<file path="config.mk">
export PLATFORM = sky130hd
export DESIGN_NAME = pphy_ctrl
export DESIGN_NICKNAME = d
export VERILOG_FILES = /design/src/verilog/pphy_pkg.sv /design/src/verilog/pphy_avs_hs.sv /design/src/verilog/pphy_ctrl.sv
export VERILOG_INCLUDE_DIRS = /design/src /design/src/verilog
export SDC_FILE = /design/constraint.sdc
export NUM_CORES = 1
export LEC_CHECK = 0
export BUFFER_PORTS_ARGS = -buffer_cell sky130_fd_sc_hd__buf_2
export CAP_MARGIN = 20
export CORE_ASPECT_RATIO = 1.4
export CORE_UTILIZATION = 40
export CTS_BUF_LIST = sky130_fd_sc_hd__clkbuf_4 sky130_fd_sc_hd__clkbuf_8
export CTS_CLUSTER_DIAMETER = 100
export DETAILED_ROUTE_END_ITERATION = 10
export PLACE_DENSITY = 0.69
export SYNTH_ARGS = -nofsm -noshare
export SYNTH_HDL_FRONTEND = slang
export SYNTH_SLANG_ARGS = --single-unit
</file>
<file path="constraint.sdc">
create_clock -name clk -period 1.8 [get_ports clk]
set_input_delay 0.18 -clock clk [delete_from_list [all_inputs] [get_ports clk]]
set_output_delay 0.18 -clock clk [all_outputs]
set_load 0.01 [all_outputs]
</file>
<file path="src/verilog/pphy_defs.svh">
`ifndef PPHY_DEFS_SVH
`define PPHY_DEFS_SVH

// Register indices; byte address is four times the index
`define PPHY_IDX_CTRL 6'h02
`define PPHY_IDX_STD_CTRL 6'h04
`define PPHY_IDX_STD_ADV 6'h05
`define PPHY_IDX_STATUS 6'h06
`define PPHY_ADDR_CTRL {`PPHY_IDX_CTRL, 2'b00}
`define PPHY_ADDR_STD_CTRL {`PPHY_IDX_STD_CTRL, 2'b00}
`define PPHY_ADDR_STD_ADV {`PPHY_IDX_STD_ADV, 2'b00}
`define PPHY_ADDR_STATUS {`PPHY_IDX_STATUS, 2'b00}

// Reset value of the control register
`define PPHY_CTRL_RESET 16'h009f

// Field positions in the control register
`define PPHY_B_LED_OFF 15
`define PPHY_B_TX_DIS 14
`define PPHY_B_AN_RESTART 13
`define PPHY_B_RSVD 12
`define PPHY_B_PWR_DOWN 11
`define PPHY_B_MDIX_DIS 10
`define PPHY_B_MDIX_FORCE 9
`define PPHY_B_FAR_LOOP 8
`define PPHY_B_AN_EN 7
`define PPHY_B_SPEED 6
`define PPHY_B_DUPLEX 5
`define PPHY_B_ADV_PAUSE 4
`define PPHY_B_ADV_100FD 3
`define PPHY_B_ADV_100HD 2
`define PPHY_B_ADV_10FD 1
`define PPHY_B_ADV_10HD 0

// Field positions in the standard control view
`define PPHY_S_LED_OFF 0
`define PPHY_S_TX_DIS 1
`define PPHY_S_RSVD 2
`define PPHY_S_MDIX_DIS 3
`define PPHY_S_MDIX_FORCE 4
`define PPHY_S_DUPLEX 8
`define PPHY_S_AN_RESTART 9
`define PPHY_S_PWR_DOWN 11
`define PPHY_S_AN_EN 12
`define PPHY_S_SPEED 13
`define PPHY_S_FAR_LOOP 14

// Field positions in the standard advertisement view
`define PPHY_A_10HD 5
`define PPHY_A_10FD 6
`define PPHY_A_100HD 7
`define PPHY_A_100FD 8
`define PPHY_A_PAUSE 10

// Field positions in the status register
`define PPHY_ST_AN_DONE 0
`define PPHY_ST_AN_FAIL 1
`define PPHY_ST_SPEED 2
`define PPHY_ST_DUPLEX 3
`define PPHY_ST_MDIX 4

`endif

</file>
<file path="src/verilog/pphy_pkg.sv">
`default_nettype none
package pphy_pkg;
    typedef logic [15:0] pphy_word_t;
    // Decoded register select, one-hot
    typedef enum logic [4:0] {
        PPHY_SEL_NONE = 5'b0_0001,
        PPHY_SEL_CTRL = 5'b0_0010,
        PPHY_SEL_STD_CTRL = 5'b0_0100,
        PPHY_SEL_STD_ADV = 5'b0_1000,
        PPHY_SEL_STATUS = 5'b1_0000
    } pphy_sel_e;
endpackage
`default_nettype wire

</file>
<file path="src/verilog/pphy_avs_hs.sv">
`timescale 1ns/1ps
`default_nettype none
// Avalon handshake: one wait cycle, then one cycle with waitrequest low
module pphy_avs_hs (
    input wire logic clk,
    input wire logic rst,
    input wire logic req,
    output var logic waitrequest,
    output logic first,
    output logic commit
);
    // Low for exactly one cycle per request; high at rest and in reset
    always_ff @(posedge clk or posedge rst) begin
        if (rst) begin
            waitrequest <= 1'b1;
        end else if (req && waitrequest) begin
            waitrequest <= 1'b0;
        end else begin
            waitrequest <= 1'b1;
        end
    end

    // First cycle decodes, commit cycle completes the transfer
    assign first = req & waitrequest;
    assign commit = req & ~waitrequest;
endmodule
`default_nettype wire

</file>
<file path="src/verilog/pphy_ctrl.sv">
`timescale 1ns/1ps
`default_nettype none
`include "pphy_defs.svh"
module pphy_ctrl (
    input wire logic clk,
    input wire logic rst,
    input wire logic [7:0] address,
    input wire logic read,
    input wire logic write,
    input wire logic [31:0] writedata,
    input wire logic [3:0] byteenable,
    output var logic [31:0] readdata,
    output var logic waitrequest,
    input wire logic [3:0] led_raw,
    input wire logic an_done,
    input wire logic an_failed,
    input wire logic an_speed_100,
    input wire logic an_full_duplex,
    input wire logic mdix_active,
    output var logic port_two_led_three,
    output var logic port_two_led_two,
    output var logic port_two_led_one,
    output var logic port_two_led_zero,
    output var logic tx_disable,
    output var logic an_restart,
    output var logic power_down,
    output var logic mdix_auto_en,
    output var logic mdix_force,
    output var logic far_loopback,
    output var logic speed_100,
    output var logic full_duplex,
    output var logic adv_pause,
    output var logic [3:0] adv_modes
);
    pphy_pkg::pphy_word_t ctrl_reg;
    pphy_pkg::pphy_word_t wr_mask;
    pphy_pkg::pphy_word_t wr_data;
    pphy_pkg::pphy_word_t rd_word;
    pphy_pkg::pphy_word_t be_mask;
    pphy_pkg::pphy_word_t wd16;
    pphy_pkg::pphy_sel_e sel;
    logic [3:0] led_reg;
    logic first;
    logic commit;

    // Standard control view into native layout
    function automatic pphy_pkg::pphy_word_t std_to_native(input pphy_pkg::pphy_word_t s);
        pphy_pkg::pphy_word_t n;
        n = 16'h0000;
        n[`PPHY_B_LED_OFF] = s[`PPHY_S_LED_OFF];
        n[`PPHY_B_TX_DIS] = s[`PPHY_S_TX_DIS];
        n[`PPHY_B_AN_RESTART] = s[`PPHY_S_AN_RESTART];
        n[`PPHY_B_RSVD] = s[`PPHY_S_RSVD];
        n[`PPHY_B_PWR_DOWN] = s[`PPHY_S_PWR_DOWN];
        n[`PPHY_B_MDIX_DIS] = s[`PPHY_S_MDIX_DIS];
        n[`PPHY_B_MDIX_FORCE] = s[`PPHY_S_MDIX_FORCE];
        n[`PPHY_B_FAR_LOOP] = s[`PPHY_S_FAR_LOOP];
        n[`PPHY_B_AN_EN] = s[`PPHY_S_AN_EN];
        n[`PPHY_B_SPEED] = s[`PPHY_S_SPEED];
        n[`PPHY_B_DUPLEX] = s[`PPHY_S_DUPLEX];
        return n;
    endfunction

    // Native layout into standard control view
    function automatic pphy_pkg::pphy_word_t native_to_std(input pphy_pkg::pphy_word_t n);
        pphy_pkg::pphy_word_t s;
        s = 16'h0000;
        s[`PPHY_S_LED_OFF] = n[`PPHY_B_LED_OFF];
        s[`PPHY_S_TX_DIS] = n[`PPHY_B_TX_DIS];
        s[`PPHY_S_AN_RESTART] = n[`PPHY_B_AN_RESTART];
        s[`PPHY_S_RSVD] = n[`PPHY_B_RSVD];
        s[`PPHY_S_PWR_DOWN] = n[`PPHY_B_PWR_DOWN];
        s[`PPHY_S_MDIX_DIS] = n[`PPHY_B_MDIX_DIS];
        s[`PPHY_S_MDIX_FORCE] = n[`PPHY_B_MDIX_FORCE];
        s[`PPHY_S_FAR_LOOP] = n[`PPHY_B_FAR_LOOP];
        s[`PPHY_S_AN_EN] = n[`PPHY_B_AN_EN];
        s[`PPHY_S_SPEED] = n[`PPHY_B_SPEED];
        s[`PPHY_S_DUPLEX] = n[`PPHY_B_DUPLEX];
        return s;
    endfunction

    // Advertisement view into native layout
    function automatic pphy_pkg::pphy_word_t adv_to_native(input pphy_pkg::pphy_word_t a);
        pphy_pkg::pphy_word_t n;
        n = 16'h0000;
        n[`PPHY_B_ADV_PAUSE] = a[`PPHY_A_PAUSE];
        n[`PPHY_B_ADV_100FD] = a[`PPHY_A_100FD];
        n[`PPHY_B_ADV_100HD] = a[`PPHY_A_100HD];
        n[`PPHY_B_ADV_10FD] = a[`PPHY_A_10FD];
        n[`PPHY_B_ADV_10HD] = a[`PPHY_A_10HD];
        return n;
    endfunction

    // Native layout into advertisement view
    function automatic pphy_pkg::pphy_word_t native_to_adv(input pphy_pkg::pphy_word_t n);
        pphy_pkg::pphy_word_t a;
        a = 16'h0000;
        a[`PPHY_A_PAUSE] = n[`PPHY_B_ADV_PAUSE];
        a[`PPHY_A_100FD] = n[`PPHY_B_ADV_100FD];
        a[`PPHY_A_100HD] = n[`PPHY_B_ADV_100HD];
        a[`PPHY_A_10FD] = n[`PPHY_B_ADV_10FD];
        a[`PPHY_A_10HD] = n[`PPHY_B_ADV_10HD];
        return a;
    endfunction

    // Bus handshake: fixed one wait cycle per transfer
    pphy_avs_hs u_hs (
        .clk(clk),
        .rst(rst),
        .req(read | write),
        .waitrequest(waitrequest),
        .first(first),
        .commit(commit)
    );

    // Address decode; unmapped words read zero and ignore writes
    always_comb begin
        unique case (address)
            `PPHY_ADDR_CTRL: sel = pphy_pkg::PPHY_SEL_CTRL;
            `PPHY_ADDR_STD_CTRL: sel = pphy_pkg::PPHY_SEL_STD_CTRL;
            `PPHY_ADDR_STD_ADV: sel = pphy_pkg::PPHY_SEL_STD_ADV;
            `PPHY_ADDR_STATUS: sel = pphy_pkg::PPHY_SEL_STATUS;
            default: sel = pphy_pkg::PPHY_SEL_NONE;
        endcase
    end

    // Byte lanes 0 and 1 carry the 16-bit word; lanes 2 and 3 are ignored
    assign be_mask = {{8{byteenable[1]}}, {8{byteenable[0]}}};
    assign wd16 = writedata[15:0];

    // Every view is folded into one native mask and data
    always_comb begin
        wr_mask = 16'h0000;
        wr_data = 16'h0000;
        if (commit && write) begin
            unique case (sel)
                pphy_pkg::PPHY_SEL_CTRL: begin
                    wr_mask = be_mask;
                    wr_data = wd16;
                end
                pphy_pkg::PPHY_SEL_STD_CTRL: begin
                    wr_mask = std_to_native(be_mask);
                    wr_data = std_to_native(wd16);
                end
                pphy_pkg::PPHY_SEL_STD_ADV: begin
                    wr_mask = adv_to_native(be_mask);
                    wr_data = adv_to_native(wd16);
                end
                pphy_pkg::PPHY_SEL_STATUS,
                pphy_pkg::PPHY_SEL_NONE: begin
                    wr_mask = 16'h0000;
                    wr_data = 16'h0000;
                end
            endcase
        end
    end

    // Single storage behind all views, so all three views always agree
    always_ff @(posedge clk or posedge rst) begin
        if (rst) begin
            ctrl_reg <= `PPHY_CTRL_RESET;
        end else begin
            ctrl_reg <= (ctrl_reg & ~wr_mask) | (wr_data & wr_mask);
        end
    end

    // Read word for the selected view
    always_comb begin
        rd_word = 16'h0000;
        unique case (sel)
            pphy_pkg::PPHY_SEL_CTRL: rd_word = ctrl_reg;
            pphy_pkg::PPHY_SEL_STD_CTRL: rd_word = native_to_std(ctrl_reg);
            pphy_pkg::PPHY_SEL_STD_ADV: rd_word = native_to_adv(ctrl_reg);
            pphy_pkg::PPHY_SEL_STATUS: begin
                rd_word[`PPHY_ST_AN_DONE] = an_done;
                rd_word[`PPHY_ST_AN_FAIL] = an_failed;
                rd_word[`PPHY_ST_SPEED] = speed_100;
                rd_word[`PPHY_ST_DUPLEX] = full_duplex;
                rd_word[`PPHY_ST_MDIX] = mdix_active;
            end
            pphy_pkg::PPHY_SEL_NONE: rd_word = 16'h0000;
        endcase
    end

    // Read data captured in the wait cycle, held until the next read
    always_ff @(posedge clk or posedge rst) begin
        if (rst) begin
            readdata <= 32'h0000_0000;
        end else if (first && read) begin
            readdata <= {16'h0000, rd_word};
        end
    end

    // LED blanking forces every pin high, otherwise the raw activity shows
    always_ff @(posedge clk or posedge rst) begin
        if (rst) begin
            led_reg <= 4'hf;
        end else if (ctrl_reg[`PPHY_B_LED_OFF]) begin
            led_reg <= 4'hf;
        end else begin
            led_reg <= led_raw;
        end
    end
    assign port_two_led_three = led_reg[3];
    assign port_two_led_two = led_reg[2];
    assign port_two_led_one = led_reg[1];
    assign port_two_led_zero = led_reg[0];

    // Restart pulse on any write of one, so a repeated write restarts again
    always_ff @(posedge clk or posedge rst) begin
        if (rst) begin
            an_restart <= 1'b0;
        end else begin
            an_restart <= wr_mask[`PPHY_B_AN_RESTART] & wr_data[`PPHY_B_AN_RESTART];
        end
    end

    // Static transceiver controls
    always_ff @(posedge clk or posedge rst) begin
        if (rst) begin
            tx_disable <= 1'b0;
            power_down <= 1'b0;
            far_loopback <= 1'b0;
        end else begin
            tx_disable <= ctrl_reg[`PPHY_B_TX_DIS];
            power_down <= ctrl_reg[`PPHY_B_PWR_DOWN];
            far_loopback <= ctrl_reg[`PPHY_B_FAR_LOOP];
        end
    end

    // Crossover: forcing only counts while automatic detection is off
    always_ff @(posedge clk or posedge rst) begin
        if (rst) begin
            mdix_auto_en <= 1'b1;
            mdix_force <= 1'b0;
        end else begin
            mdix_auto_en <= ~ctrl_reg[`PPHY_B_MDIX_DIS];
            mdix_force <= ctrl_reg[`PPHY_B_MDIX_DIS] & ctrl_reg[`PPHY_B_MDIX_FORCE];
        end
    end

    // Speed and duplex resolution; a failed negotiation falls back to bit 5
    always_ff @(posedge clk or posedge rst) begin
        if (rst) begin
            speed_100 <= 1'b0;
            full_duplex <= 1'b0;
        end else begin
            if (ctrl_reg[`PPHY_B_AN_EN]) begin
                speed_100 <= an_speed_100;
            end else begin
                speed_100 <= ctrl_reg[`PPHY_B_SPEED];
            end
            if (ctrl_reg[`PPHY_B_AN_EN] && !an_failed) begin
                full_duplex <= an_full_duplex;
            end else begin
                full_duplex <= ctrl_reg[`PPHY_B_DUPLEX];
            end
        end
    end

    // Advertised abilities
    always_ff @(posedge clk or posedge rst) begin
        if (rst) begin
            adv_pause <= 1'b1;
            adv_modes <= 4'hf;
        end else begin
            adv_pause <= ctrl_reg[`PPHY_B_ADV_PAUSE];
            adv_modes <= ctrl_reg[`PPHY_B_ADV_100FD:`PPHY_B_ADV_10HD];
        end
    end
endmodule
`default_nettype wire

</file>
Word-level counts from Yosys, hierarchy flattened
Index checks and enable logic that the tools add are counted.
W data, S select, Z words.
{ "word_totals": {"register_bits": 50, "latch_bits": 0, "mem_bits_rw": 0, "rom_bits": 0, "input_bits": 57, "n_memories": 0} }
{ "classes": {"addsub": 0, "n_mul": 0, "div_mod_pow": 0, "order_cmp": 0, "eq_ne": 9, "shift": 0, "muxes": 11, "n_bitwise": 11, "reduce_logical": 7} }
{ "op_table": {"columns": ["cell", "n"], "rows": [
  ["$pmux W16 S4", 2],
  ["$pmux W5 S4", 2],
  ["$pmux W11 S3", 1],
  ["$and A16 B16 Y16", 2],
  ["$mux W16", 2],
  ["$eq A8 B5 Y1 const B", 3],
  ["$not A16 Y16", 1],
  ["$or A16 B16 Y16", 1],
  ["$eq A8 B4 Y1 const B", 1],
  ["$eq A5 B1 Y1 const B", 1],
  ["$eq A5 B2 Y1 const B", 1],
  ["$eq A5 B3 Y1 const B", 1],
  ["$eq A5 B4 Y1 const B", 1],
  ["$eq A5 B5 Y1 const B", 1],
  ["$and A1 B1 Y1", 4],
  ["$logic_and A1 B1 Y1", 4],
  ["$mux W4", 1],
  ["$reduce_or A2 Y1", 2],
  ["$mux W1", 3],
  ["$not A1 Y1", 2],
  ["$logic_not A1 Y1", 1],
  ["$or A1 B1 Y1", 1]
]} }

Longest topological paths before layout
{ "depth": {"depth_word": 9, "depth_mapped": 6, "mapped_depth_nobuf": 4} }

Hierarchy
A second synthesis with hierarchy kept.
{ "unflattened": {"cells_unflattened": 220, "hier_area_um2": 2453.6} }
{ "modules_own_cells": {"columns": ["mod", "n_inst", "cells_per_inst", "area_each_um2", "seq_area_each_um2"], "rows": [
  ["pphy_ctrl", 1, 215, 2403.6, 1246.2],
  ["pphy_avs_hs", 1, 5, 50.0, 26.3]
]} }

Worst setup path before layout
OpenSTA, ideal clock, no wires.
{ "synth_timing": {"kind": "register -> register", "from": "register u_hs.waitrequest", "to": "register (tool-made name)", "arrival_ns": 1.331, "t_required_ns": 1.675, "setup_slack_ns": 0.344, "stages_incl_launch_ff": 5, "n_path_buf": 0, "period_less_slack_ns": 1.456, "path_cell_list": "dfstp_2 > nor2b_1 > nand2_1 > o22ai_4 > mux2_4"} }
{ "synth_lines": {"columns": ["element", "line_no", "rtl"], "rows": [
  ["from (decl)", "pphy_avs_hs.sv:8", "output var logic waitrequest,"],
  ["from (signal assigned)", "pphy_avs_hs.sv:15", "waitrequest <= 1'b1;"],
  ["from (signal assigned)", "pphy_avs_hs.sv:17", "waitrequest <= 1'b0;"],
  ["from (signal assigned)", "pphy_avs_hs.sv:19", "waitrequest <= 1'b1;"]
]} }

==> implementation parameters <==
Parameter                              Value

Clock tree
  Number of resized instances in the post-cts repair step ... 0
  Root buf cell ... clkbuf_8
  Number of setup buffers added after CTS ... 0
  Source-to-sink clock delay at the later pin of the worst-skew pair ... 0.30 ns
  Number of H-tree levels ... 2
  Number of CTS-inserted buffers ... 5
  Cts hold-fix bufs ... 1
  Sink count of the clock tree ... 50
  Number of buffers on the longest clock path ... 2
  TritonCTS clock tree ... built
  Clock-pin slew on the worst setup and hold paths ... 0.08 ns

Layout
  Count of nets after finishing ... 345
  Final core utilization ... 50.9%
  Final non-filler cell total ... 359
  Share of layout cells above drive strength 1 ... 48.1%
  Post-route design area ... 3000 µm²
  Area growth from synthesis to layout ... 21.3%
  Antenna diode count ... 0

Critical path
  Critical setup path kind ... reg -> reg
  Critical path fanouts, max ... 5
  Data arrival, critical path ... 1.71 ns
  Cell at the slowest stage of the critical path ... dfstp_2
  R2r setup slk ... 0.28 ns
  Worst reg2reg startpoint ... u_hs.waitrequest
  Largest delay contributor family on the critical path ... flip-flops
  Critical path startpoint ... u_hs.waitrequest
  Critical path buffer and inverter count ... 0
  Worst path cell trace ... nor2b_1, nand2_1, o22ai_4, mux2_4
  Startpoint kind of the worst setup timing path ... flip-flop
  Crit path required time ... 1.99 ns
  Delay of the slowest cell on the worst path ... 0.39 ns
  Crit path capture type ... flip-flop

Logic synthesis
  Top FF cell, synth ... dfrtp_1
  Sequential fraction of the synthesis area ... 51.4%
  Yosys top cell area share ... 33.4%
  Leading area contributor after synthesis ... dfrtp_1
  Top cells by area, synth ... dfrtp_1 33%, dfstp_2 18%, buf_4 6.1%
  Count of synthesis-stage warnings from yosys ... 0
  Yosys cell types ... 46
  Most used standard cell by instance count after synthesis ... dfrtp_1
  Synthesized area per cell ... 12.0 µm²
  #FFs+latches synth ... 50
  EDFF count, synth ... 0
  Fraction of registers with async set/reset ... 100%
  Commonest cells post-synth ... 33 x dfrtp_1, 21 x nand2_1, 20 x buf_4
  Post-synthesis instance total ... 207
  Synthesized cell area ... 2470 µm²

Global route
  Global-route wire length before repair ... 8.80 mm
  Global-route total usage across every layer ... 18.8%
  Initial antenna violation count ... 0
  Global route total overflow ... 0
  Largest net degree at the start of global routing ... 40
  Via count of the first global-routing pass ... 1764

Power and ir drop
  Overall power of the completed layout ... 2.22 mW
  Relative contribution of the clock network to total power ... 36.0%
  Pint ... 1.71 mW
  LEAKAGE ... 1.43 nW
  Total net switching power ... 517 µW
  Peak VDD IR ... 0.314 mV
  Fraction of power spent switching nets ... 23.3%
  Combinational share of power ... 10.3%
  Sequential cell fraction of total power ... 53.7%
  Power per cell area ... 740 nW/µm²

Detailed routing
  Total via count in the routed design ... 1902
  Met2 wire length ... 2.88 mm
  Sum of met3 wire segment lengths after detailed routing ... 240 µm
  Detailed-router iteration count before antenna repair ... 4
  Drt wl/cell ... 15.7 µm
  Via density ... 5.30
  Highest Signal Layer ... met4
  Remaining antenna violation count ... 0
  DRC errors left ... 0
  Routed length on met1 ... 2.29 mm
  1st-iter DRT viols ... 141
  Total detailed-routing wirelength ... 5.63 mm

Timing
  Count of final max-slew check failures ... 0
  Maximum achievable frequency ... 659 MHz
  Final setup vio count ... 0
  Setup repair after global routing missed its margin ... no
  Min cycle time layout ... 1.52 ns
  Worst Setup Slack, final ... 0.282 ns
  Final period util ... 84.3%
  Clk_skew ... 0.00461 ns
  Hold Fails Final Rpt ... 0
  Total Neg Setup Slack ... 0 ns
  Tightest hold margin ... 0.0270 ns

Place
  IO buf count ... 72
  GPL Wtd Cong ... 0.885
  Total half-perimeter wirelength after legalization and detailed placement ... 4.44 mm
  Dpl ws ... 0.112 ns
  DP Area ... 2880 µm²
  # placed instances ... 350

Floorplanning
  Die Y-Extent ... 95.1 µm
  Chip Width ... 68.5 µm
  Starting utilization of the core area ... 41.9%
  Ports ... 107
  Number of rows created at floorplan ... 33
  Placeable core area ... 5900 µm²
  Area of the die ... 6510 µm²

Worst hold path
  Kind of path behind the tightest hold check ... in -> reg
  Start point of the worst hold path ... read

Flow run
  Count of maximum capacitance violations ... 0

Status
  Result of the run ... completed
-- power by group through the flow --
stage                     registers, mW  clock network [mW]  logic, mW
after floorplan                    1.22                   0      0.129
after global placement             1.21                   0      0.224
after detailed placement           1.21                   0      0.227
after CTS                          1.19               0.809      0.229
after global routing               1.20               0.847      0.252
final                              1.19               0.801      0.228
-- cells in the final DEF, fill, tap and decap left out, types with 3 or more instances in the layout --
master	n
buf_2	72
dfrtp_1	33
nand2_1	21
dfstp_2	17
conb_1	16
a22oi_1	15
o21ai_1	13
buf_4	11
a22o_1	9
o22ai_1	8
a2bb2oi_1	7
o21ai_0	5
clkbuf_8	5
mux2_4	4
or2_2	4
and2_1	3
a21oi_1	3
-- area by class of cell --
type / count / area [µm²]
Timing Repair Buffer: 85 / 473
Inverter: 3 / 11.3
Clock inverter: 1 / 30.0
Tap cell: 70 / 87.6
Clock buffer: 7 / 83.8
Multi-Input combinational cell: 143 / 1040
Fill cell: 550 / 2900
Sequential cell: 50 / 1270
-- logic make-up after synthesis --
logic type | share of synthesized area [%]
other cells | 0.152
simple gates | 14.0
compound gates | 21.6
buf+inv | 8.64
flops | 51.4
mux | 4.20
-- metal layers --
layer | global-route usage [%] | up-vias
li1 | - | 888
met5 | 0 | -
met4 | 10.8 | 0
met3 | 3.47 | 18
met2 | 31.0 | 72
met1 | 22.4 | 924
-- worst paths after layout --
kind | end | cells after the start
worst max-delay path | flip-flop | 4
max in group asynchronous | led_reg[0] | 4
worst min register to register | adv_modes[2] | 0
worst max register to register | flip-flop | 4
min in group asynchronous | an_restart | 3
worst min-delay path | u_hs.waitrequest | 2
(Power assumes the default switching activity.)
